$ cat src/verilog/lbc_pkg.sv
// constants shared by the led brightness current control block
package lbc_pkg;

   // register map (byte offsets on the host register port)
   localparam logic [7:0] CFG_ADDR        = 8'h10;
   localparam logic [7:0] BRT_ADDR        = 8'hA0;
   localparam logic [7:0] ZONE_BASE_ADDR  = 8'h70;
   localparam int         ZONE_COUNT      = 5;

   // values after reset
   localparam logic [7:0] CFG_RESET       = 8'h00;
   localparam logic [7:0] BRT_RESET       = 8'h00;
   localparam logic [7:0] ZONE_RESET      = 8'h00;

   // general configuration field positions
   localparam int         CFG_ENABLE_BIT  = 0;
   localparam int         CFG_LINEAR_BIT  = 1;
   localparam int         CFG_FS_LSB      = 2;
   localparam int         CFG_FS_MSB      = 4;
   localparam int         CFG_PWM_EN_BIT  = 5;
   localparam int         CFG_PWM_POL_BIT = 6;
   localparam int         CFG_SIMPLE_BIT  = 7;

   // full code used when the simple-enable bit overrides the host brightness register
   localparam logic [6:0] SIMPLE_CODE     = 7'h7F;

   // fraction of full scale in thousandths of a percent
   localparam logic [16:0] FULL_SCALE_MILLI = 17'h186A0;

   // full-scale current per field value, microamps; entries 4 and 5 fixed
   localparam logic [15:0] FS_UA [8] = '{16'h1388, 16'h2134, 16'h2EE0, 16'h36B0,
                                         16'h3C8C, 16'h57E4, 16'h6590, 16'h733C};

   // slowest legal pwm is 400 Hz; no edge for two such periods means a dc level
   localparam int unsigned CLK_PERIOD_NS       = 100;
   localparam int unsigned PWM_MIN_FREQ_HZ     = 400;
   localparam int unsigned PWM_MAX_PERIOD_NS   = 1000000000 / PWM_MIN_FREQ_HZ;
   localparam int unsigned PWM_TIMEOUT_DEFAULT = 2 * (PWM_MAX_PERIOD_NS / CLK_PERIOD_NS);

   // divider sequencing
   localparam logic [5:0] DIV_STEPS = 6'h21;

   typedef enum logic [1:0]
   {
      DIV_LOAD = 2'b01,
      DIV_RUN  = 2'b10
   } lbc_div_state_type;

endpackage

$ cat src/verilog/lbc_current_control.sv
// led current target: brightness source, mapping, pwm duty scaling, full scale
`timescale 1ns/1ps

module lbc_current_control
#(
   parameter int unsigned PWM_TIMEOUT_CYCLES = lbc_pkg::PWM_TIMEOUT_DEFAULT
)
(
   input  wire logic        MCLK,
   input  wire logic        RST_N,
   input  wire logic [7:0]  REG_ADDR,
   input  wire logic [7:0]  REG_WDATA,
   input  wire logic        REG_WR,
   output logic      [7:0]  REG_RDATA,
   input  wire logic        ALS_MODE,
   input  wire logic [2:0]  ALS_ZONE,
   input  wire logic        PWM,
   output logic             LED_ENABLE,
   output logic      [2:0]  FULL_SCALE_LED_CURRENT,
   output logic      [16:0] LED_FRACTION,
   output logic      [15:0] LED_CURRENT_UA
);
   import lbc_pkg::*;

   // exponential table, thousandths of a percent of full scale
   localparam int EXP_TABLE [128] = '{
      0, 80, 86, 94, 102, 109, 117, 125, 133, 141, 148, 156, 164, 172, 180, 188,
      203, 211, 227, 242, 250, 266, 281, 297, 320, 336, 352, 375, 398, 422, 445, 469,
      500, 523, 555, 586, 617, 656, 695, 734, 773, 820, 867, 914, 969, 1031, 1078, 1148,
      1219, 1281, 1359, 1430, 1523, 1594, 1688, 1781, 1898, 2016, 2109, 2250, 2367, 2508, 2648, 2789,
      2953, 3125, 3336, 3500, 3719, 3906, 4141, 4375, 4648, 4922, 5195, 5469, 5781, 6125, 6484, 6875,
      7266, 7656, 8047, 8594, 9063, 9609, 10078, 10781, 11250, 11953, 12656, 13359, 14219, 15000, 15859, 16875,
      17813, 18750, 19922, 20859, 22266, 23438, 24844, 26250, 27656, 29297, 31172, 32813, 34453, 35547, 38828,
      41016, 43203, 45938, 48438, 51406, 54141, 57031, 60703, 63984, 67813, 71875, 75781, 79688, 84375, 89844,
      94531, 100000};

   ////////////////////////////////////////////////////////////////////////////////
   // register file

   logic [7:0] cfg;
   logic [7:0] next_cfg;
   logic [7:0] brightness_code;
   logic [7:0] next_brt;
   logic [7:0] zone [ZONE_COUNT];
   logic [7:0] next_zone [ZONE_COUNT];
   logic [7:0] next_rdata;

   always_comb
   begin
      next_cfg   = cfg;
      next_brt   = brightness_code;
      next_rdata = 8'h00;
      for (int i = 0; i < ZONE_COUNT; i++)
      begin
         next_zone[i] = zone[i];
      end
      if (REG_WR)
      begin
         if (REG_ADDR == CFG_ADDR)
         begin
            next_cfg = REG_WDATA;
         end
         if (REG_ADDR == BRT_ADDR)
         begin
            next_brt = REG_WDATA;
         end
         for (int i = 0; i < ZONE_COUNT; i++)
         begin
            if (REG_ADDR == ZONE_BASE_ADDR + 8'(i))
            begin
               next_zone[i] = REG_WDATA;
            end
         end
      end
      // unmapped addresses read zero
      if (REG_ADDR == CFG_ADDR)
      begin
         next_rdata = cfg;
      end
      if (REG_ADDR == BRT_ADDR)
      begin
         next_rdata = brightness_code;
      end
      for (int i = 0; i < ZONE_COUNT; i++)
      begin
         if (REG_ADDR == ZONE_BASE_ADDR + 8'(i))
         begin
            next_rdata = zone[i];
         end
      end
   end

   always_ff @(posedge MCLK)
   begin
      if (!RST_N)
      begin
         cfg       <= CFG_RESET;
         brightness_code       <= BRT_RESET;
         REG_RDATA <= 8'h00;
         for (int i = 0; i < ZONE_COUNT; i++)
         begin
            zone[i] <= ZONE_RESET;
         end
      end
      else
      begin
         cfg       <= next_cfg;
         brightness_code       <= next_brt;
         REG_RDATA <= next_rdata;
         for (int i = 0; i < ZONE_COUNT; i++)
         begin
            zone[i] <= next_zone[i];
         end
      end
   end

   ////////////////////////////////////////////////////////////////////////////////
   // brightness source and mapping

   logic [2:0]  zone_idx;
   logic [6:0]  code;
   logic [23:0] lin_full;
   logic [16:0] mapped;

   // out-of-range zone numbers fall back to the top zone
   assign zone_idx = (ALS_ZONE > 3'(ZONE_COUNT - 1)) ? 3'(ZONE_COUNT - 1) : ALS_ZONE;

   always_comb
   begin
      // simple enable hands brightness away from the host register
      if (cfg[CFG_SIMPLE_BIT])
      begin
         code = SIMPLE_CODE;
      end
      // ambient zone target or host brightness
      else if (ALS_MODE)
      begin
         code = zone[zone_idx][6:0];
      end
      else
      begin
         code = brightness_code[6:0];
      end
   end

   // linear step is 1/128 of full scale, offset by one above code zero
   assign lin_full = ((24'(code) + 24'h000001) * 24'(FULL_SCALE_MILLI)) >> 7;

   always_comb
   begin
      if (cfg[CFG_LINEAR_BIT])
      begin
         mapped = (code == 7'h00) ? 17'h00000 : lin_full[16:0];
      end
      else
      begin
         mapped = 17'(EXP_TABLE[code]);
      end
   end

   ////////////////////////////////////////////////////////////////////////////////
   // pwm input: three-stage sync, duty measured over each rising-edge period

   logic        pwm_s1;
   logic        pwm_s2;
   logic        pwm_s3;
   logic        pwm_level;
   logic        next_level;
   logic        pwm_active;
   logic [15:0] period_cnt;
   logic [15:0] next_period_cnt;
   logic [15:0] active_cnt;
   logic [15:0] next_active_cnt;
   logic [15:0] period_len;
   logic [15:0] next_period_len;
   logic [15:0] active_len;
   logic [15:0] next_active_len;

   // a level change counts only once stages two and three agree
   assign next_level = (pwm_s2 == pwm_s3) ? pwm_s3 : pwm_level;

   // polarity picks which half of the period is counted
   assign pwm_active = cfg[CFG_PWM_POL_BIT] ? ~next_level : next_level;

   always_comb
   begin
      next_period_cnt = period_cnt + 16'h0001;
      next_active_cnt = active_cnt + {15'h0000, pwm_active};
      next_period_len = period_len;
      next_active_len = active_len;
      if (next_level && !pwm_level)
      begin
         next_period_len = period_cnt;
         next_active_len = active_cnt;
         next_period_cnt = 16'h0001;
         next_active_cnt = {15'h0000, pwm_active};
      end
      // no edge within two slowest periods: pin is held, treat as dc
      else if (period_cnt >= 16'(PWM_TIMEOUT_CYCLES))
      begin
         next_period_len = 16'h0001;
         next_active_len = {15'h0000, pwm_active};
         next_period_cnt = 16'h0001;
         next_active_cnt = {15'h0000, pwm_active};
      end
   end

   always_ff @(posedge MCLK)
   begin
      if (!RST_N)
      begin
         pwm_s1     <= 1'b0;
         pwm_s2     <= 1'b0;
         pwm_s3     <= 1'b0;
         pwm_level  <= 1'b0;
         period_cnt <= 16'h0001;
         active_cnt <= 16'h0000;
         period_len <= 16'h0001;
         active_len <= 16'h0000;
      end
      else
      begin
         pwm_s1     <= PWM;
         pwm_s2     <= pwm_s1;
         pwm_s3     <= pwm_s2;
         pwm_level  <= next_level;
         period_cnt <= next_period_cnt;
         active_cnt <= next_active_cnt;
         period_len <= next_period_len;
         active_len <= next_active_len;
      end
   end

   ////////////////////////////////////////////////////////////////////////////////
   // serial divider: mapped * active / period, restarted after every result

   lbc_div_state_type div_state;
   lbc_div_state_type next_div_state;
   logic [32:0] div_num;
   logic [32:0] next_div_num;
   logic [16:0] div_rem;
   logic [16:0] next_div_rem;
   logic [15:0] div_den;
   logic [15:0] next_div_den;
   logic [5:0]  div_cnt;
   logic [5:0]  next_div_cnt;
   logic [16:0] pwm_frac;
   logic [16:0] next_pwm_frac;
   logic [16:0] rem_shift;

   assign rem_shift = {div_rem[15:0], div_num[32]};

   always_comb
   begin
      next_div_state = div_state;
      next_div_num   = div_num;
      next_div_rem   = div_rem;
      next_div_den   = div_den;
      next_div_cnt   = div_cnt;
      next_pwm_frac  = pwm_frac;
      unique case (div_state)
         DIV_LOAD:
         begin
            // duty scaling of the mapped fraction
            next_div_num   = 33'(mapped) * 33'(active_len);
            next_div_den   = period_len;
            next_div_rem   = 17'h00000;
            next_div_cnt   = 6'h00;
            next_div_state = DIV_RUN;
         end
         DIV_RUN:
         begin
            next_div_num = {div_num[31:0], 1'b0};
            next_div_rem = rem_shift;
            if (rem_shift >= {1'b0, div_den})
            begin
               next_div_rem    = rem_shift - {1'b0, div_den};
               next_div_num[0] = 1'b1;
            end
            next_div_cnt = div_cnt + 6'h01;
            if (div_cnt == DIV_STEPS - 6'h01)
            begin
               // quotient never exceeds mapped since active never exceeds period
               next_pwm_frac  = next_div_num[16:0];
               next_div_state = DIV_LOAD;
            end
         end
      endcase
   end

   always_ff @(posedge MCLK)
   begin
      if (!RST_N)
      begin
         div_state <= DIV_LOAD;
         div_num   <= 33'h000000000;
         div_rem   <= 17'h00000;
         div_den   <= 16'h0001;
         div_cnt   <= 6'h00;
         pwm_frac  <= 17'h00000;
      end
      else
      begin
         div_state <= next_div_state;
         div_num   <= next_div_num;
         div_rem   <= next_div_rem;
         div_den   <= next_div_den;
         div_cnt   <= next_div_cnt;
         pwm_frac  <= next_pwm_frac;
      end
   end

   ////////////////////////////////////////////////////////////////////////////////
   // output target

   logic        enabled;
   logic [16:0] next_fraction;
   logic [2:0]  next_fs;
   logic [15:0] next_current;
   logic [31:0] current_prod;

   assign enabled = cfg[CFG_ENABLE_BIT] | cfg[CFG_SIMPLE_BIT];

   always_comb
   begin
      // combine source, mapping and optional duty
      if (!enabled)
      begin
         next_fraction = 17'h00000;
      end
      else if (cfg[CFG_PWM_EN_BIT])
      begin
         next_fraction = pwm_frac;
      end
      else
      begin
         next_fraction = mapped;
      end
   end

   assign next_fs      = cfg[CFG_FS_MSB:CFG_FS_LSB];
   assign current_prod = 32'(FS_UA[FULL_SCALE_LED_CURRENT]) * 32'(LED_FRACTION);
   assign next_current = 16'(current_prod / 32'(FULL_SCALE_MILLI));

   always_ff @(posedge MCLK)
   begin
      if (!RST_N)
      begin
         LED_ENABLE             <= 1'b0;
         FULL_SCALE_LED_CURRENT <= CFG_RESET[CFG_FS_MSB:CFG_FS_LSB];
         LED_FRACTION           <= 17'h00000;
         LED_CURRENT_UA         <= 16'h0000;
      end
      else
      begin
         LED_ENABLE             <= enabled;
         FULL_SCALE_LED_CURRENT <= next_fs;
         LED_FRACTION           <= next_fraction;
         LED_CURRENT_UA         <= next_current;
      end
   end

endmodule

$ cat config.mk
export PLATFORM = sky130hd
export DESIGN_NAME = lbc_current_control
export DESIGN_NICKNAME = d
export VERILOG_FILES = /design/src/verilog/lbc_pkg.sv /design/src/verilog/lbc_current_control.sv
export SDC_FILE = /design/constraint.sdc
export NUM_CORES = 2
export LEC_CHECK = 0
export BUFFER_PORTS_ARGS = -buffer_cell sky130_fd_sc_hd__buf_2
export CORE_MARGIN = 4
export CORE_UTILIZATION = 40
export CTS_BUF_LIST = sky130_fd_sc_hd__clkbuf_4 sky130_fd_sc_hd__clkbuf_8
export DETAILED_ROUTE_END_ITERATION = 6
export HOLD_SLACK_MARGIN = 0.03
export PLACE_DENSITY_LB_ADDON = 0.12
export SYNTH_ARGS = -nofsm -noshare
export SYNTH_HDL_FRONTEND = slang
export SYNTH_SLANG_ARGS = --single-unit
$ cat constraint.sdc
create_clock -name MCLK -period 54.2 [get_ports MCLK]
set_input_delay 10.84 -clock MCLK [delete_from_list [all_inputs] [get_ports MCLK]]
set_output_delay 10.84 -clock MCLK [all_outputs]
set_load 0.02 [all_outputs]
==> impl_metrics.yaml <==
floorplanning:
  fp.dieW_um: 324
  num_rows: 115
  coreArea_um2: 98700
  design.die.area_um2: 105000
  start_util_pct: 40.5
  die-height_um: 324
  io_pins: 69
clock_tree:
  cts_setup_buffers: 0
  clk_latency_ps: 680
  root_buffer: "clkbuf_8"
  cts_sinks: 259
  cts_tree: "done"
  cts_max_level: 2
  cts_repair_resize_count: 0
  clockBufferDepth: 3
  clk_pin_slew_ps: 60
  cts_buffers: 50
  hold_buffers: 0
power:
  total_power_mw: 0.625
  vdd_drop_max_v: 0.0000235
  powerDensity_nw_per_um2: 14.7
  p_leak_nw: 18.5
grt:
  busiest_layer: "met2"
  grt_pass1_wl_mm: 198
  grt_max_degree: 85
  overflow: 0
  met3_usage_pct: 2.31
  grt.total_usage_pct: 23.2
  grt_pass1_vias: 35800
  grtUsageMet2_pct: 39.9
  antenna_found_initial: 1
  met1_usage_pct: 31.3
routing:
  viasPerCell: 5.65
  vias: 35700
  drt_wl_total_mm: 121
  routedWlPerCell_um: 19.2
  ant_nets: 0
  dr.pass1.iters: 7
  drtIter0Drc: 2527
  post-route-drc-count: 8
logic_synthesis:
  synth_area_leader_cell: "fa_1"
  synth_nets: 5802
  synth_flop_cell: "dfxtp_1"
  synth_cell_type_count: 136
  yosysSeqAreaShare_pct: 13.0
  netlist.area_leader.share_pct: 19.2
  synth-edff-count: 0
  synth_area_leaders: "fa_1, dfxtp_1, ha_1, nand2_1, inv_1"
  syn_avg_cell_area_um2: 7.90
  synthCells: 5056
  synth_area_um2: 40000
  ys_seq_elements: 259
  yosys_warnings: 0
  ys_async_sr_fraction_pct: 0
layout:
  fillCellCount: 10200
  seq_area_um2: 5180
  drive_gt1_share_pct: 7.79
  multi_input_area_um2: 31700
  syn_to_final_growth_pct: 6.54
  fin_nets: 5730
setup_path:
  crit_required_ps: 54760
  cp_max_fo: 14
  endpoint_kind: "register"
  crit_top_cell: "a21oi_1"
  crit_type: "in -> reg"
  critPathSlowestCell: "o22ai_1"
  critPathMaxStageDelay_ps: 1050
  crit_path_start_kind: "primary input"
  worstPathArrival_ps: 26530
sta:
  setup-violations-final: 0
  finalWorstSetupSlack_ps: 28230
  fin_crit_sh_pct: 47.9
  worst_pin_slew_ps: 1350
  fin_skew_ps: 34.2
  tns_ps: 0
  post-route-min-period_ps: 25970
  fmax_mhz: 38.5
  drv_slew: 0
  maxSlewHeadroom_pct: 9.32
  rsz0062_at_grt: "no"
  hold_viol: 0
worst_hold_path:
  min_path_type: "reg -> reg"
status:
  violations: "DRC"
  status: "finished with violations"
job:
  drv_cap: 0
placed_design:
  dp_hpwl_mm: 90.9
  place.gp.congestion: 0.920
  io_buffers: 68
  post-place-ws_ps: 27570
[Yosys cell counts, types with 46 or more instances]
library cell  number
a21o_1            48
a21oi_1          363
a31oi_1           49
and2_1           232
clkbuf_1         209
dfxtp_1          259
fa_1             384
ha_1             338
inv_1            547
mux2i_1           61
nand2_1          675
nand3_1          136
nor2_1           333
nor2b_1           72
nor3_1            90
o211ai_1          49
o21ai_0          133
o21bai_1          46
xnor2_1          146
xor2_1            68
[layout by cell type (no fill, tap or decap), types with 30 or more instances in the layout]
master	netlist	layout
nor2_1	333	330
and2_1	232	232
a22o_1	40	40
nor2b_1	72	71
nand4_1	34	34
buf_2	26	68
xor2_1	68	68
a211oi_1	40	40
nand3_1	136	136
a21o_1	48	48
ha_1	338	338
o21ai_0	133	133
a21oi_1	363	359
nand2b_1	32	32
clkbuf_8	0	61
dfxtp_1	259	259
nor3_1	90	88
buf_4	1	76
nor4_1	31	30
o21ai_1	34	34
fa_1	384	384
a31oi_1	49	47
inv_1	547	547
nand2_1	675	675
mux2i_1	61	58
o21bai_1	46	46
xnor2_1	146	146
o211ai_1	49	49
[final cells by class]
type                            count  share of cell area [%]
Inverter                          548                    4.84
Sequential cell                   259                    12.2
Timing Repair Buffer              144                    2.14
Tap cell                         1287                    3.78
Clock buffer                       72                    2.17
Multi-Input combinational cell   3981                    74.5
Clock inverter                     14                   0.382
Antenna cell                        3                  0.0176
[path summary, 6_finish.rpt]
check / to / slack, ps / from / cells past startpoint
max: div_num[32]$_SDFF_PN0_ / 28230 / ALS_ZONE[0] / 62
min: div_num[19]$_SDFF_PN0_ / 400 / div_num[18]$_SDFF_PN0_ / 2
max reg2reg: LED_CURRENT_UA[0]$_SDFF_PN0_ / 29190 / FULL_SCALE_LED_CURRENT[1]$_SDFF_PN0_ / 68
min reg2reg: div_num[19]$_SDFF_PN0_ / 400 / div_num[18]$_SDFF_PN0_ / 2
[power breakdown]
part	switching (mW)	internal [mW]	total (mW)	leakage, nW
clock	0.0943	0.124	0.218	0.580
combinational	0.124	0.0843	0.208	15.9
sequential	0.00338	0.195	0.199	2.09
[through the flow]
stage               hold slack [ps]  area [um2]  util [%]  cells
finish                          404       42600      43.1   6308
global route                    416       42600      43.1   6307
CTS                             379       42600      43.1   6305
detailed placement              427       41500      42.0   6219
global placement                424       41500      42.0   6219
floorplan                       412       40000         -   5056
[cell families (layout without fill, tap and decap cells)]
logic type | count (synthesis) | in the layout | share of synthesized area, %
simple gates | 1788 | 1788 | 21.8
compound gates | 1165 | 1165 | 20.3
buf+inv | 816 | 778 | 7.87
fa+ha+maj | 727 | 727 | 29.9
flops | 259 | 259 | 13.0
xor+xnor | 218 | 218 | 4.85
mux | 83 | 83 | 2.31
other cells | 0 | 3 | 0
[routing by layer]
layer | share of wire [%] | wire length (um)
met1 | 46 | 55300
met2 | 48 | 57800
met3 | 4.5 | 5480
met4 | 2.3 | 2820
met5 | 0 | 0
[worst max-delay path: cells and delay by family]
| kind | cells | cell delay [ps] |
|---|---|---|
| XOR/XNOR | 2 | 270 |
| AO/OA/AOI/OAI | 30 | 6890 |
| AND/OR/NAND/NOR | 7 | 1070 |
| buffers and inverters | 9 | 1190 |
| adder cells (fa/ha/maj) | 14 | 6240 |
[sequential cells by signal, summed over array words and instances (netlist names), 8 cells and up]
name	cells
zone	40
div_num	33
LED_FRACTION	17
pwm_frac	17
LED_CURRENT_UA	16
active_cnt	16
active_len	16
div_den	16
div_rem	16
period_cnt	16
period_len	16
REG_RDATA	8
brightness_code	8
cfg	8
Power figures use the tool's default switching activity.
